`src/pkg/ppd_consts.svh`:
```
// Offsets, field positions, legal values and reset values of the
// partition page decoder. Definitions only; included by bare name.
`ifndef PPD_CONSTS_SVH
`define PPD_CONSTS_SVH

// Byte positions within the page
`define PPD_IDX_CODE     4'h0
`define PPD_IDX_LEN      4'h1
`define PPD_IDX_MAXADD   4'h2
`define PPD_IDX_ADDL     4'h3
`define PPD_IDX_SEL      4'h4
`define PPD_IDX_SIZE_HI  4'h8
`define PPD_IDX_SIZE_LO  4'h9
`define PPD_CNT_MAX      4'hF

// Bit positions in byte 0 and byte 4
`define PPD_SAVABLE_BIT  7
`define PPD_FIXED_BIT    7
`define PPD_PRESET_BIT   6
`define PPD_HOST_BIT     5
`define PPD_UNIT_HI      4
`define PPD_UNIT_LO      3

// Legal values
`define PPD_PAGE_CODE    6'h11
`define PPD_LEN_SHORT    8'h06
`define PPD_LEN_LONG     8'h08
`define PPD_BYTES_SHORT  4'h8
`define PPD_BYTES_LONG   4'hA
`define PPD_ADDL_NONE    8'h00
`define PPD_ADDL_ONE     8'h01

// Size unit codes and conversion
`define PPD_UNIT_BYTE    2'h0
`define PPD_UNIT_KBYTE   2'h1
`define PPD_UNIT_MBYTE   2'h2
`define PPD_UNIT_BAD     2'h3
`define PPD_KB_SHIFT     10
`define PPD_MB_MIN       16'h0001

// Reset values
`define PPD_RST_BYTE     8'h00
`define PPD_RST_SIZE     16'h0000
`define PPD_RST_CNT      4'h0

`endif

```
`src/pkg/ppd_pkg.sv`:
```
// Types of the partition page decoder: states, actions, result.
// Assumes the constants header is included by the design files.
package ppd_pkg;

   typedef enum logic [3:0] {
      PPD_ST_IDLE    = 4'h1,
      PPD_ST_COLLECT = 4'h2,
      PPD_ST_WAIT    = 4'h4,
      PPD_ST_REPORT  = 4'h8
   } ppd_state_e;

   typedef enum logic [3:0] {
      PPD_ACT_NONE       = 4'h1,
      PPD_ACT_ONE        = 4'h2,
      PPD_ACT_TWO_PRESET = 4'h4,
      PPD_ACT_TWO_SIZED  = 4'h8
   } ppd_action_e;

   typedef struct packed {
      logic        illegal;
      ppd_action_e act;
   } ppd_result_s;

endpackage

```
`src/pkg/ppd_size_if.sv`:
```
// Carries the raw partition size and unit to the size converter
// and the converted megabyte count back. One clock domain.
`timescale 1ns/10ps
interface ppd_size_if;
   logic [15:0] size_raw;
   logic [1:0]  unit;
   logic [15:0] size_mb;
   modport conv (input size_raw, input unit, output size_mb);
   modport user (output size_raw, output unit, input size_mb);
endinterface

```
`src/ppd_decoder.sv`:
```
// Partition page decoder: collects the bytes of one partition page
// and reports the format action or an illegal request.
// Assumes page bytes come from logic on sys_clk, one per valid cycle.
//
// What this block does
// Initiator sends parameters savable flag zero.
// Page code must be 11h.
// Length 06h is short form, 08h long.
// Maximum additional partitions byte is ignored.
// Short form carries zero additional partitions.
// Long form carries 00h or 01h partitions.
// No additional partitions: size bytes disregarded.
// All select bits zero: leave tape unformatted.
// Zero added, fixed or preset: one partition.
// Fixed set: preset and host-sized clear.
// Zero added with host-sized set is unsupported.
// One added with fixed set is unsupported.
// One added, preset only: two, built-in size.
// One added, host-sized, nonzero size: two.
// One added, host-sized with zero size: one partition.
// Preset set alone; several select bits unsupported.
// Host-sized set: fixed and preset clear.
// Units bytes, KB, MB; code 11 illegal; rejected only for host-sized with nonzero size.
// Size to megabytes, round down, minimum one.
// Short eight bytes, long ten, size MSB first.
// Bad combinations rejected as illegal request.
// Outcome given as one of four actions.
`timescale 1ns/10ps
`include "ppd_consts.svh"
module ppd_decoder (
   input  wire logic               sys_clk,
   input  wire logic               resetn,
   input  wire logic               page_byte_valid,
   input  wire logic [7:0]         page_byte,
   input  wire logic               page_last,
   output logic                    page_ready_r,
   output logic                    result_done_r,
   output logic                    illegal_request_r,
   output ppd_pkg::ppd_action_e    format_action_r,
   output logic [15:0]             first_part_mb_r
);
   import ppd_pkg::*;

   ppd_state_e  state_r;
   ppd_state_e  state_nxt;
   logic [3:0]  cnt_r;
   logic [3:0]  cnt_nxt;
   logic [3:0]  idx;
   logic        parameters_savable_flag_r;
   logic        parameters_savable_flag_nxt;
   logic [5:0]  code_r;
   logic [5:0]  code_nxt;
   logic [7:0]  len_r;
   logic [7:0]  len_nxt;
   logic [7:0]  addl_r;
   logic [7:0]  addl_nxt;
   logic [7:0]  sel_r;
   logic [7:0]  sel_nxt;
   logic [15:0] size_r;
   logic [15:0] size_nxt;
   logic        taken;
   logic        done_nxt;
   logic        ready_nxt;
   logic        illegal_nxt;
   ppd_action_e act_nxt;
   logic [15:0] mb_nxt;
   ppd_result_s res;

   ppd_size_if u_sz_if ();

   // Judge the collected page
   function automatic ppd_result_s ppd_judge(
      input logic        savable,
      input logic [5:0]  code,
      input logic [7:0]  len,
      input logic [3:0]  cnt,
      input logic [7:0]  addl,
      input logic [7:0]  sel,
      input logic [15:0] size
   );
      ppd_result_s r;
      logic [2:0]  s3;
      logic        long_f;
      logic        bad;
      r.illegal = 1'b0;
      r.act     = PPD_ACT_NONE;
      s3        = sel[`PPD_FIXED_BIT:`PPD_HOST_BIT];
      long_f    = (len == `PPD_LEN_LONG);
      bad       = savable;
      bad       = bad | (code != `PPD_PAGE_CODE);
      bad       = bad | ((len != `PPD_LEN_SHORT) && !long_f);
      bad       = bad | (cnt != (long_f ? `PPD_BYTES_LONG
                                        : `PPD_BYTES_SHORT));
      // Byte 2 is never looked at
      bad = bad | (!long_f && addl != `PPD_ADDL_NONE);
      bad = bad | (addl != `PPD_ADDL_NONE &&
                   addl != `PPD_ADDL_ONE);
      if (bad) begin
         r.illegal = 1'b1;
      end else if (addl == `PPD_ADDL_NONE) begin
         // Size bytes do not matter here
         case (s3)
            3'h0:    r.act = PPD_ACT_NONE;
            3'h4:    r.act = PPD_ACT_ONE;
            3'h2:    r.act = PPD_ACT_ONE;
            default: r.illegal = 1'b1;
         endcase
      end else begin
         case (s3)
            3'h0:    r.act = PPD_ACT_NONE;
            3'h2:    r.act = PPD_ACT_TWO_PRESET;
            3'h1: begin
               if (size == `PPD_RST_SIZE) begin
                  r.act = PPD_ACT_ONE;
               end else if (sel[`PPD_UNIT_HI:`PPD_UNIT_LO]
                            == `PPD_UNIT_BAD) begin
                  r.illegal = 1'b1;
               end else begin
                  r.act = PPD_ACT_TWO_SIZED;
               end
            end
            default: r.illegal = 1'b1;
         endcase
      end
      return r;
   endfunction

   // Size to megabyte converter
   ppd_size_conv u_conv (
      .sys_clk (sys_clk),
      .resetn  (resetn),
      .sz      (u_sz_if)
   );

   // Feed the converter from the captured fields
   assign u_sz_if.size_raw = size_r;
   assign u_sz_if.unit     = sel_r[`PPD_UNIT_HI:`PPD_UNIT_LO];

   // Byte collection and sequencing
   always_comb begin
      state_nxt = state_r;
      cnt_nxt   = cnt_r;
      parameters_savable_flag_nxt = parameters_savable_flag_r;
      code_nxt  = code_r;
      len_nxt   = len_r;
      addl_nxt  = addl_r;
      sel_nxt   = sel_r;
      size_nxt  = size_r;
      idx       = cnt_r;
      taken     = page_byte_valid &&
                  (state_r == PPD_ST_IDLE || state_r == PPD_ST_COLLECT);
      if (state_r == PPD_ST_IDLE) begin
         idx      = `PPD_IDX_CODE;
         cnt_nxt  = `PPD_RST_CNT;
         parameters_savable_flag_nxt = 1'b0;
         code_nxt = 6'h00;
         len_nxt  = `PPD_RST_BYTE;
         addl_nxt = `PPD_RST_BYTE;
         sel_nxt  = `PPD_RST_BYTE;
         size_nxt = `PPD_RST_SIZE;
      end
      if (taken) begin
         if (idx != `PPD_CNT_MAX) begin
            cnt_nxt = 4'(idx + 4'h1);
         end
         case (idx)
            `PPD_IDX_CODE: begin
               parameters_savable_flag_nxt =
                  page_byte[`PPD_SAVABLE_BIT];
               code_nxt = page_byte[5:0];
            end
            `PPD_IDX_LEN:     len_nxt  = page_byte;
            `PPD_IDX_MAXADD:  addl_nxt = addl_r;
            `PPD_IDX_ADDL:    addl_nxt = page_byte;
            `PPD_IDX_SEL:     sel_nxt  = page_byte;
            `PPD_IDX_SIZE_HI: size_nxt = {page_byte, size_r[7:0]};
            `PPD_IDX_SIZE_LO: size_nxt = {size_r[15:8], page_byte};
            default:          cnt_nxt  = cnt_nxt;
         endcase
      end
      case (state_r)
         PPD_ST_IDLE: begin
            if (taken) begin
               state_nxt = page_last ? PPD_ST_WAIT : PPD_ST_COLLECT;
            end
         end
         PPD_ST_COLLECT: begin
            if (taken && page_last) begin
               state_nxt = PPD_ST_WAIT;
            end
         end
         PPD_ST_WAIT:   state_nxt = PPD_ST_REPORT;
         PPD_ST_REPORT: state_nxt = PPD_ST_IDLE;
         default:       state_nxt = PPD_ST_IDLE;
      endcase
   end

   always_ff @(posedge sys_clk or negedge resetn) begin
      if (!resetn) begin
         state_r <= PPD_ST_IDLE;
         cnt_r   <= `PPD_RST_CNT;
         parameters_savable_flag_r <= 1'b0;
         code_r  <= 6'h00;
         len_r   <= `PPD_RST_BYTE;
         addl_r  <= `PPD_RST_BYTE;
         sel_r   <= `PPD_RST_BYTE;
         size_r  <= `PPD_RST_SIZE;
      end else begin
         state_r <= state_nxt;
         cnt_r   <= cnt_nxt;
         parameters_savable_flag_r <= parameters_savable_flag_nxt;
         code_r  <= code_nxt;
         len_r   <= len_nxt;
         addl_r  <= addl_nxt;
         sel_r   <= sel_nxt;
         size_r  <= size_nxt;
      end
   end

   // Result outputs, updated once per page
   always_comb begin
      res         = ppd_judge(parameters_savable_flag_r, code_r, len_r,
                              cnt_r, addl_r, sel_r, size_r);
      ready_nxt   = (state_nxt == PPD_ST_IDLE ||
                     state_nxt == PPD_ST_COLLECT);
      done_nxt    = (state_r == PPD_ST_REPORT);
      illegal_nxt = illegal_request_r;
      act_nxt     = format_action_r;
      mb_nxt      = first_part_mb_r;
      if (state_r == PPD_ST_REPORT) begin
         illegal_nxt = res.illegal;
         act_nxt     = res.illegal ? PPD_ACT_NONE : res.act;
         mb_nxt      = (act_nxt == PPD_ACT_TWO_SIZED) ? u_sz_if.size_mb
                                                      : `PPD_RST_SIZE;
      end
   end

   always_ff @(posedge sys_clk or negedge resetn) begin
      if (!resetn) begin
         page_ready_r      <= 1'b1;
         result_done_r     <= 1'b0;
         illegal_request_r <= 1'b0;
         format_action_r   <= PPD_ACT_NONE;
         first_part_mb_r   <= `PPD_RST_SIZE;
      end else begin
         page_ready_r      <= ready_nxt;
         result_done_r     <= done_nxt;
         illegal_request_r <= illegal_nxt;
         format_action_r   <= act_nxt;
         first_part_mb_r   <= mb_nxt;
      end
   end

   logic [2:0] s3_chk;
   assign s3_chk = sel_r[`PPD_FIXED_BIT:`PPD_HOST_BIT];
endmodule

```
`src/ppd_size_conv.sv`:
```
// Converts a partition size in bytes, kilobytes or megabytes to
// whole megabytes, registered. Assumes sys_clk and resetn as top.
`timescale 1ns/10ps
`include "ppd_consts.svh"
module ppd_size_conv (
   input  wire logic  sys_clk,
   input  wire logic  resetn,
   ppd_size_if.conv   sz
);
   import ppd_pkg::*;

   logic [15:0] mb_r;
   logic [15:0] mb_nxt;
   logic [15:0] kb_mb;

   // Round down to megabytes, never below one; unit code 11 gives zero
   always_comb begin
      kb_mb = sz.size_raw >> `PPD_KB_SHIFT;
      case (sz.unit)
         `PPD_UNIT_BYTE:  mb_nxt = `PPD_MB_MIN;
         `PPD_UNIT_KBYTE: begin
            mb_nxt = (kb_mb == `PPD_RST_SIZE) ? `PPD_MB_MIN : kb_mb;
         end
         `PPD_UNIT_MBYTE: begin
            mb_nxt = (sz.size_raw == `PPD_RST_SIZE) ? `PPD_MB_MIN
                                                     : sz.size_raw;
         end
         default:         mb_nxt = `PPD_RST_SIZE;
      endcase
   end

   // Result register
   always_ff @(posedge sys_clk or negedge resetn) begin
      if (!resetn) begin
         mb_r <= `PPD_RST_SIZE;
      end else begin
         mb_r <= mb_nxt;
      end
   end

   assign sz.size_mb = mb_r;

endmodule

```
`config.mk`:
```
export PLATFORM = sky130hd
export DESIGN_NAME = ppd_decoder
export DESIGN_NICKNAME = d
export VERILOG_FILES = /design/src/pkg/ppd_pkg.sv /design/src/pkg/ppd_size_if.sv /design/src/ppd_decoder.sv /design/src/ppd_size_conv.sv
export VERILOG_INCLUDE_DIRS = /design/src /design/src/pkg
export SDC_FILE = /design/constraint.sdc
export NUM_CORES = 1
export LEC_CHECK = 0
export BUFFER_PORTS_ARGS = -buffer_cell sky130_fd_sc_hd__buf_2
export CORE_MARGIN = 5
export CORE_UTILIZATION = 60
export CTS_BUF_LIST = sky130_fd_sc_hd__clkbuf_8
export CTS_CLUSTER_DIAMETER = 60
export DETAILED_ROUTE_END_ITERATION = 8
export PLACE_DENSITY = 0.8
export SLEW_MARGIN = 20
export SYNTH_ARGS = -nofsm -noshare
export SYNTH_HDL_FRONTEND = slang
export SYNTH_SLANG_ARGS = --single-unit
```
`constraint.sdc`:
```
create_clock -name sys_clk -period 4.2 [get_ports sys_clk]
set_clock_uncertainty 0.2 [all_clocks]
set_input_delay 1.05 -clock sys_clk [delete_from_list [all_inputs] [get_ports sys_clk]]
set_output_delay 1.05 -clock sys_clk [all_outputs]
set_load 0.03 [all_outputs]
```
==> results.json, run 1 <==
{
  "outcome": "completed",
  "final_area_sq_um": 4180,
  "vias": 2647,
  "ys_ff_latch": 91,
  "max_slew_margin_pct": 42.0,
  "die-area_sq_um": 8060,
  "synth_edf_count": 0,
  "wl_um": 7580,
  "cts_resized": 0,
  "ctsLongestPathBuffers": 2,
  "final_net_count": 376,
  "finalCritPeriodShare_pct": 78.2,
  "post_cts_buffers": 0,
  "die_w_um": 89.8,
  "synthTopCellsByCount": "dfrtp_1, a22o_1, nand2_1",
  "ioPinCount": 35,
  "register_area_sq_um": 2280,
  "firstDrtPassIters": 4,
  "crit_family": "simple AND/OR/NAND/NOR gates",
  "cp-start-kind": "register",
  "drive_above_1_share_pct": 17.3,
  "rows": 29,
  "dpl_cell_area_sq_um": 3990,
  "rsz0062_at_grt": "false",
  "first_iter_violations": 190,
  "cts_root_buf": "clkbuf_8",
  "crit_chain": "or4b_1 -> nand2_1 -> inv_1 -> ha_1 -> nor4bb_1 -> a21oi_1 -> a22o_1",
  "post-place-ws_ns": 0.976,
  "synth.avg_cell_area_sq_um": 11.5,
  "final_hold_viol_count": 0,
  "cts_tree": "built",
  "die_y_um": 89.8,
  "antenna_found_initial": 0,
  "ir_drop_mv": 0.331,
  "hold_class": "register to register",
  "p_per_area_nw_per_um2": 480,
  "synth_top_area_share_pct": 57.7,
  "worstPathArrival_ns": 3.38,
  "grt_pass1_wl_um": 12900,
  "period_minus_slack_ns": 3.28,
  "grt_pass1_vias": 2605,
  "clk_pin_slew_ns": 0.10,
  "seq_area_frac_synth_pct": 59.8,
  "grt_max_degree": 92,
  "netlist-cell-type-count": 48,
  "fin_cells": 442,
  "end_kind": "register",
  "synthTopCellsByArea": "dfrtp_1, a22o_1, nand2_1",
  "hold_buffers": 0,
  "setup_ws_ns": 0.918,
  "cts_made_buffers": 9,
  "start_util_pct": 60.8,
  "multi_input_area_sq_um": 1390,
  "dp_hpwl_um": 5220,
  "crit_path_max_incr_delay_ns": 0.86,
  "crit_type": "register to register",
  "nFillCells": 506,
  "total_power_mw": 2.01,
  "synth_most_common_cell": "dfrtp_1",
  "core_sq_um": 6280,
  "diodes": 0,
  "setup_viol": 0,
  "track_usage_pct": 19.8,
  "fmax_mhz": 305,
  "clkSinkCount": 91,
  "drv_cap": 0,
  "gp_congestion": 0.845,
  "crit_required_ns": 4.29,
  "synth_top_cell_by_area": "dfrtp_1",
  "placedCellCount": 426,
  "synthArstFlopShare_pct": 100,
  "setup_tns_ns": 0,
  "synth.net_count": 347,
  "grt_overflow": 0,
  "slowest_stage": "or4b_1",
  "ant_nets": 0,
  "synth-warning-count": 0,
  "synth_flop_cell": "dfrtp_1",
  "htreeDepth": 3,
  "drcViolationCount": 0,
  "portBuffers": 34,
  "drv_slew": 0,
  "cp_max_fo": 28,
  "vias_per_cell": 5.99,
  "cp_num_buf_inv": 1,
  "worstMarginPinSlew_ns": 0.870,
  "wl_per_cell_um": 17.1,
  "clk-insertion-delay-late_ns": 0.36,
  "synth_cells": 331,
  "leakagePower_nw": 2.07,
  "area_growth_pct": 9.48,
  "syn-cell-area_sq_um": 3820
}
==> logic make-up (layout without fill, tap and decap cells) <==
| logic type | Yosys count | count (layout) | synth area share, % |
|---|---|---|---|
| buf+inv | 30 | 64 | 3.80 |
| xor+xnor | 2 | 2 | 0.459 |
| mux | 1 | 1 | 0.295 |
| compound gates | 90 | 90 | 18.1 |
| fa+ha+maj | 4 | 4 | 1.31 |
| flops | 91 | 91 | 59.8 |
| simple gates | 113 | 113 | 16.2 |
==> flip-flops by register name, indices dropped and copies added (netlist names) <==
signal / count
addl_r: 8
cnt_r: 4
code_r: 6
first_part_mb_r: 16
format_action_r: 4
illegal_request_r: 1
len_r: 8
page_ready_r: 1
parameters_savable_flag_r: 1
result_done_r: 1
sel_r: 5
size_r: 16
state_r: 4
u_conv.sz.size_mb: 16
==> final cells by class <==
class | instances | share of cell area, %
sequential | 91 | 54.6
multi-input combinational | 210 | 33.3
timing repair buffer | 34 | 4.22
clock buffer | 9 | 2.96
tap | 77 | 2.31
clock inverter | 7 | 1.38
inverter | 14 | 1.26
==> cell usage in the layout (no fill, tap or decap), types with 2 or more instances in the layout <==
| cell | synthesis | final |
|---|---|---|
| inv_1 | 14 | 14 |
| a21oi_1 | 9 | 9 |
| o21ai_1 | 13 | 13 |
| inv_6 | 0 | 4 |
| nor4b_1 | 2 | 2 |
| nor3_1 | 5 | 5 |
| nand3_1 | 14 | 14 |
| dfrtp_1 | 88 | 88 |
| and2_1 | 11 | 11 |
| clkinv_4 | 0 | 2 |
| nor4_1 | 5 | 5 |
| a22o_1 | 48 | 48 |
| dfstp_2 | 3 | 3 |
| nand4_1 | 4 | 4 |
| nor4_2 | 4 | 4 |
| and3_1 | 6 | 6 |
| clkbuf_8 | 0 | 9 |
| nand2_1 | 37 | 37 |
| buf_2 | 5 | 33 |
| nor4bb_1 | 3 | 3 |
| nand2b_1 | 2 | 2 |
| ha_1 | 4 | 4 |
| o21ai_0 | 7 | 7 |
| a211oi_1 | 2 | 2 |
| nor2_1 | 12 | 12 |
==> metrics by stage <==
stage	hold WS [ns]	util, %
detailed placement	0.247	63.6
global placement	0.244	63.6
global route	0.282	66.6
floorplan	0.243	-
finish	0.263	66.6
CTS	0.265	66.5
==> path summary, 6_finish.rpt <==
kind                                        to  slack [ns]  depth (start not counted)                 start
max in group asynchronous             len_r[4]        2.73                          1                resetn
min in group asynchronous  first_part_mb_r[11]        0.52                          1                resetn
max reg2reg                          size_r[3]        0.92                          7            state_r[0]
max                                  size_r[3]        0.92                          7            state_r[0]
min reg2reg                 first_part_mb_r[8]        0.26                          1  u_conv.sz.size_mb[8]
min                         first_part_mb_r[8]        0.26                          1  u_conv.sz.size_mb[8]
==> layer usage <==
metal / wire length [um] / up-vias / global-route usage [%]
met3: 330 / 15 / 4.09
met2: 3660 / 69 / 32.7
met4: 181 / 0 / 8.82
li1: - / 1271 / -
met5: 0 / - / 0
met1: 3410 / 1292 / 25.1
==> power breakdown <==
group          switching, mW  total, mW  internal (mW)
clock                  0.324      0.549          0.225
sequential            0.0635       1.02          0.956
combinational          0.309      0.438          0.129
total                  0.697       2.01           1.31
No activity file was read; power rests on OpenSTA's default activity.
==> run 2: changes to the inputs <==
CORE_UTILIZATION = 55   (was 60)
PLACE_DENSITY = 0.78   (was 0.8)
clock period = 2.83 ns   (was 4.2 ns; I/O delays follow)
==> run 2 against run 1 <==
Compared with the run above:
- power up 53%
- clock power grew 49%
- utilization down 3.2 points
- critical path type unchanged
- critical path depth did not move
- first-iteration DRC count is 13% lower
==> results.json, run 2 (same netlist as run 1, synthesis figures left out) <==
{
  "first_iter_violations": 166,
  "firstDrtPassIters": 5,
  "ir_drop_mv": 0.615,
  "clk-insertion-delay-late_ns": 0.36,
  "worstPathArrival_ns": 2.73,
  "setup_ws_ns": 0.197,
  "fmax_mhz": 380,
  "layout_common_cells": "dfrtp_1, a22o_1, nand2_1",
  "nFillCells": 516,
  "ant_nets": 0,
  "max_slew_margin_pct": 54.0,
  "vias": 2702,
  "p_seq_share_pct": 48.5,
  "crit_type": "register to register",
  "cts_tree": "built",
  "multi_input_area_sq_um": 1400,
  "hold_class": "primary input to async pin",
  "antenna_found_initial": 0,
  "register_area_sq_um": 2280,
  "rsz0062_at_grt": "false",
  "ctsLongestPathBuffers": 2,
  "period_minus_slack_ns": 2.63,
  "track_usage_pct": 19.2,
  "area_growth_pct": 12.1,
  "diodes": 0,
  "gp_congestion": 0.828,
  "drcViolationCount": 0,
  "vias_per_cell": 5.94,
  "grt_pass1_wl_um": 13000,
  "drv_cap": 0,
  "r2r-end": "size_r[8]",
  "cp_max_fo": 8,
  "cp-start-kind": "register",
  "r2r-start": "state_r[0]",
  "wl_per_cell_um": 16.7,
  "grt_overflow": 0,
  "die_w_um": 93.3,
  "p_per_area_nw_per_um2": 717,
  "power_frac_comb_pct": 24.8,
  "grt_max_degree": 48,
  "setup_tns_ns": 0,
  "dp_hpwl_um": 5390,
  "ioPinCount": 35,
  "r2r_slack_ns": 0.20,
  "wl_um": 7580,
  "htreeDepth": 3,
  "setup_viol": 0,
  "die_y_um": 93.3,
  "drv_slew": 0,
  "mostFrequentLayoutCell": "dfrtp_1",
  "rows": 30,
  "leakagePower_nw": 2.12,
  "drive_above_1_share_pct": 20.0,
  "end_kind": "register",
  "die-area_sq_um": 8700,
  "r2r_cells": 7,
  "post-place-ws_ns": 0.174,
  "worstMarginPinSlew_ns": 0.688,
  "outcome": "completed",
  "cts_made_buffers": 9,
  "final_net_count": 386,
  "clkSinkCount": 91,
  "crit_required_ns": 2.92,
  "portBuffers": 34,
  "final_hold_viol_count": 0,
  "hold_buffers": 0,
  "power.internal_mw": 2.02,
  "total_power_mw": 3.07,
  "grt_pass1_vias": 2590,
  "core_sq_um": 6760,
  "finalCritPeriodShare_pct": 93.0,
  "clk_pin_slew_ns": 0.09,
  "cts_root_buf": "clkbuf_8",
  "final_core_util_pct": 63.3,
  "pwr-share-clk_pct": 26.7,
  "start_util_pct": 56.5,
  "p_sw_mw": 1.05,
  "power_switching_share_pct": 34.1
}
run 2: cell type report:
cell class,instances,share of cell area [%]
Inverter,14,1.23
Sequential cell,91,53.3
Multi-Input combinational cell,210,32.7
Clock buffer,10,3.22
Tap cell,80,2.34
Timing Repair Buffer,44,6.08
Clock inverter,6,1.11
run 2: worst max-delay path, cell delays in order, from the launching register on:
cell	delay [ns]
dfstp_2	0.53
or4b_1	0.50
nand2_1	0.15
inv_1	0.07
ha_1	0.21
nor4bb_2	0.34
and3_1	0.37
a22o_1	0.19
run 2: how the worst max path moves through the flow:
| stage | startpoint | endpoint | cells past startpoint |
|---|---|---|---|
| floorplan | state_r[1] | size_r[10] | 11 |
| global placement | state_r[0] | size_r[14] | 7 |
| detailed placement | state_r[0] | size_r[8] | 7 |
| CTS | state_r[0] | size_r[8] | 7 |
| global route | state_r[0] | size_r[14] | 7 |
| finish | state_r[0] | size_r[8] | 7 |
run 2: repair_timing:
action                                  4_1_cts  5_1_grt
endpoints found under the setup margin        0        8
setup buffers                                 0        0
resized for setup                             0        2
run 2: power by group through the flow:
stage	Combinational, mW	Clock [mW]	Sequential, mW
3_3_place_gp	0.729	0	1.51
5_1_grt	0.855	0.891	1.50
2_1_floorplan	0.481	0	1.54
6_report	0.760	0.820	1.49
3_5_place_dp	0.749	0	1.51
4_1_cts	0.749	0.832	1.49
run 2: stage by stage:
| step | area [sq um] | instances | hold WS (ns) |
|---|---|---|---|
| 6_report | 4280 | 455 | 0.152 |
| 5_1_grt | 4280 | 455 | 0.198 |
| 4_1_cts | 4270 | 455 | 0.166 |
| 3_5_place_dp | 4080 | 439 | 0.247 |
| 3_3_place_gp | 4080 | 439 | 0.246 |
| 2_1_floorplan | 3820 | 331 | 0.212 |
run 2: metal layers:
layer	wire length [um]	share of wire [%]	up-vias	GRT usage (%)
met5	0	0	-	0
met4	162	2.1	0	8.42
met3	400	5.3	16	3.70
met2	3590	47	67	30.9
met1	3430	45	1323	25.2
li1	-	-	1296	-
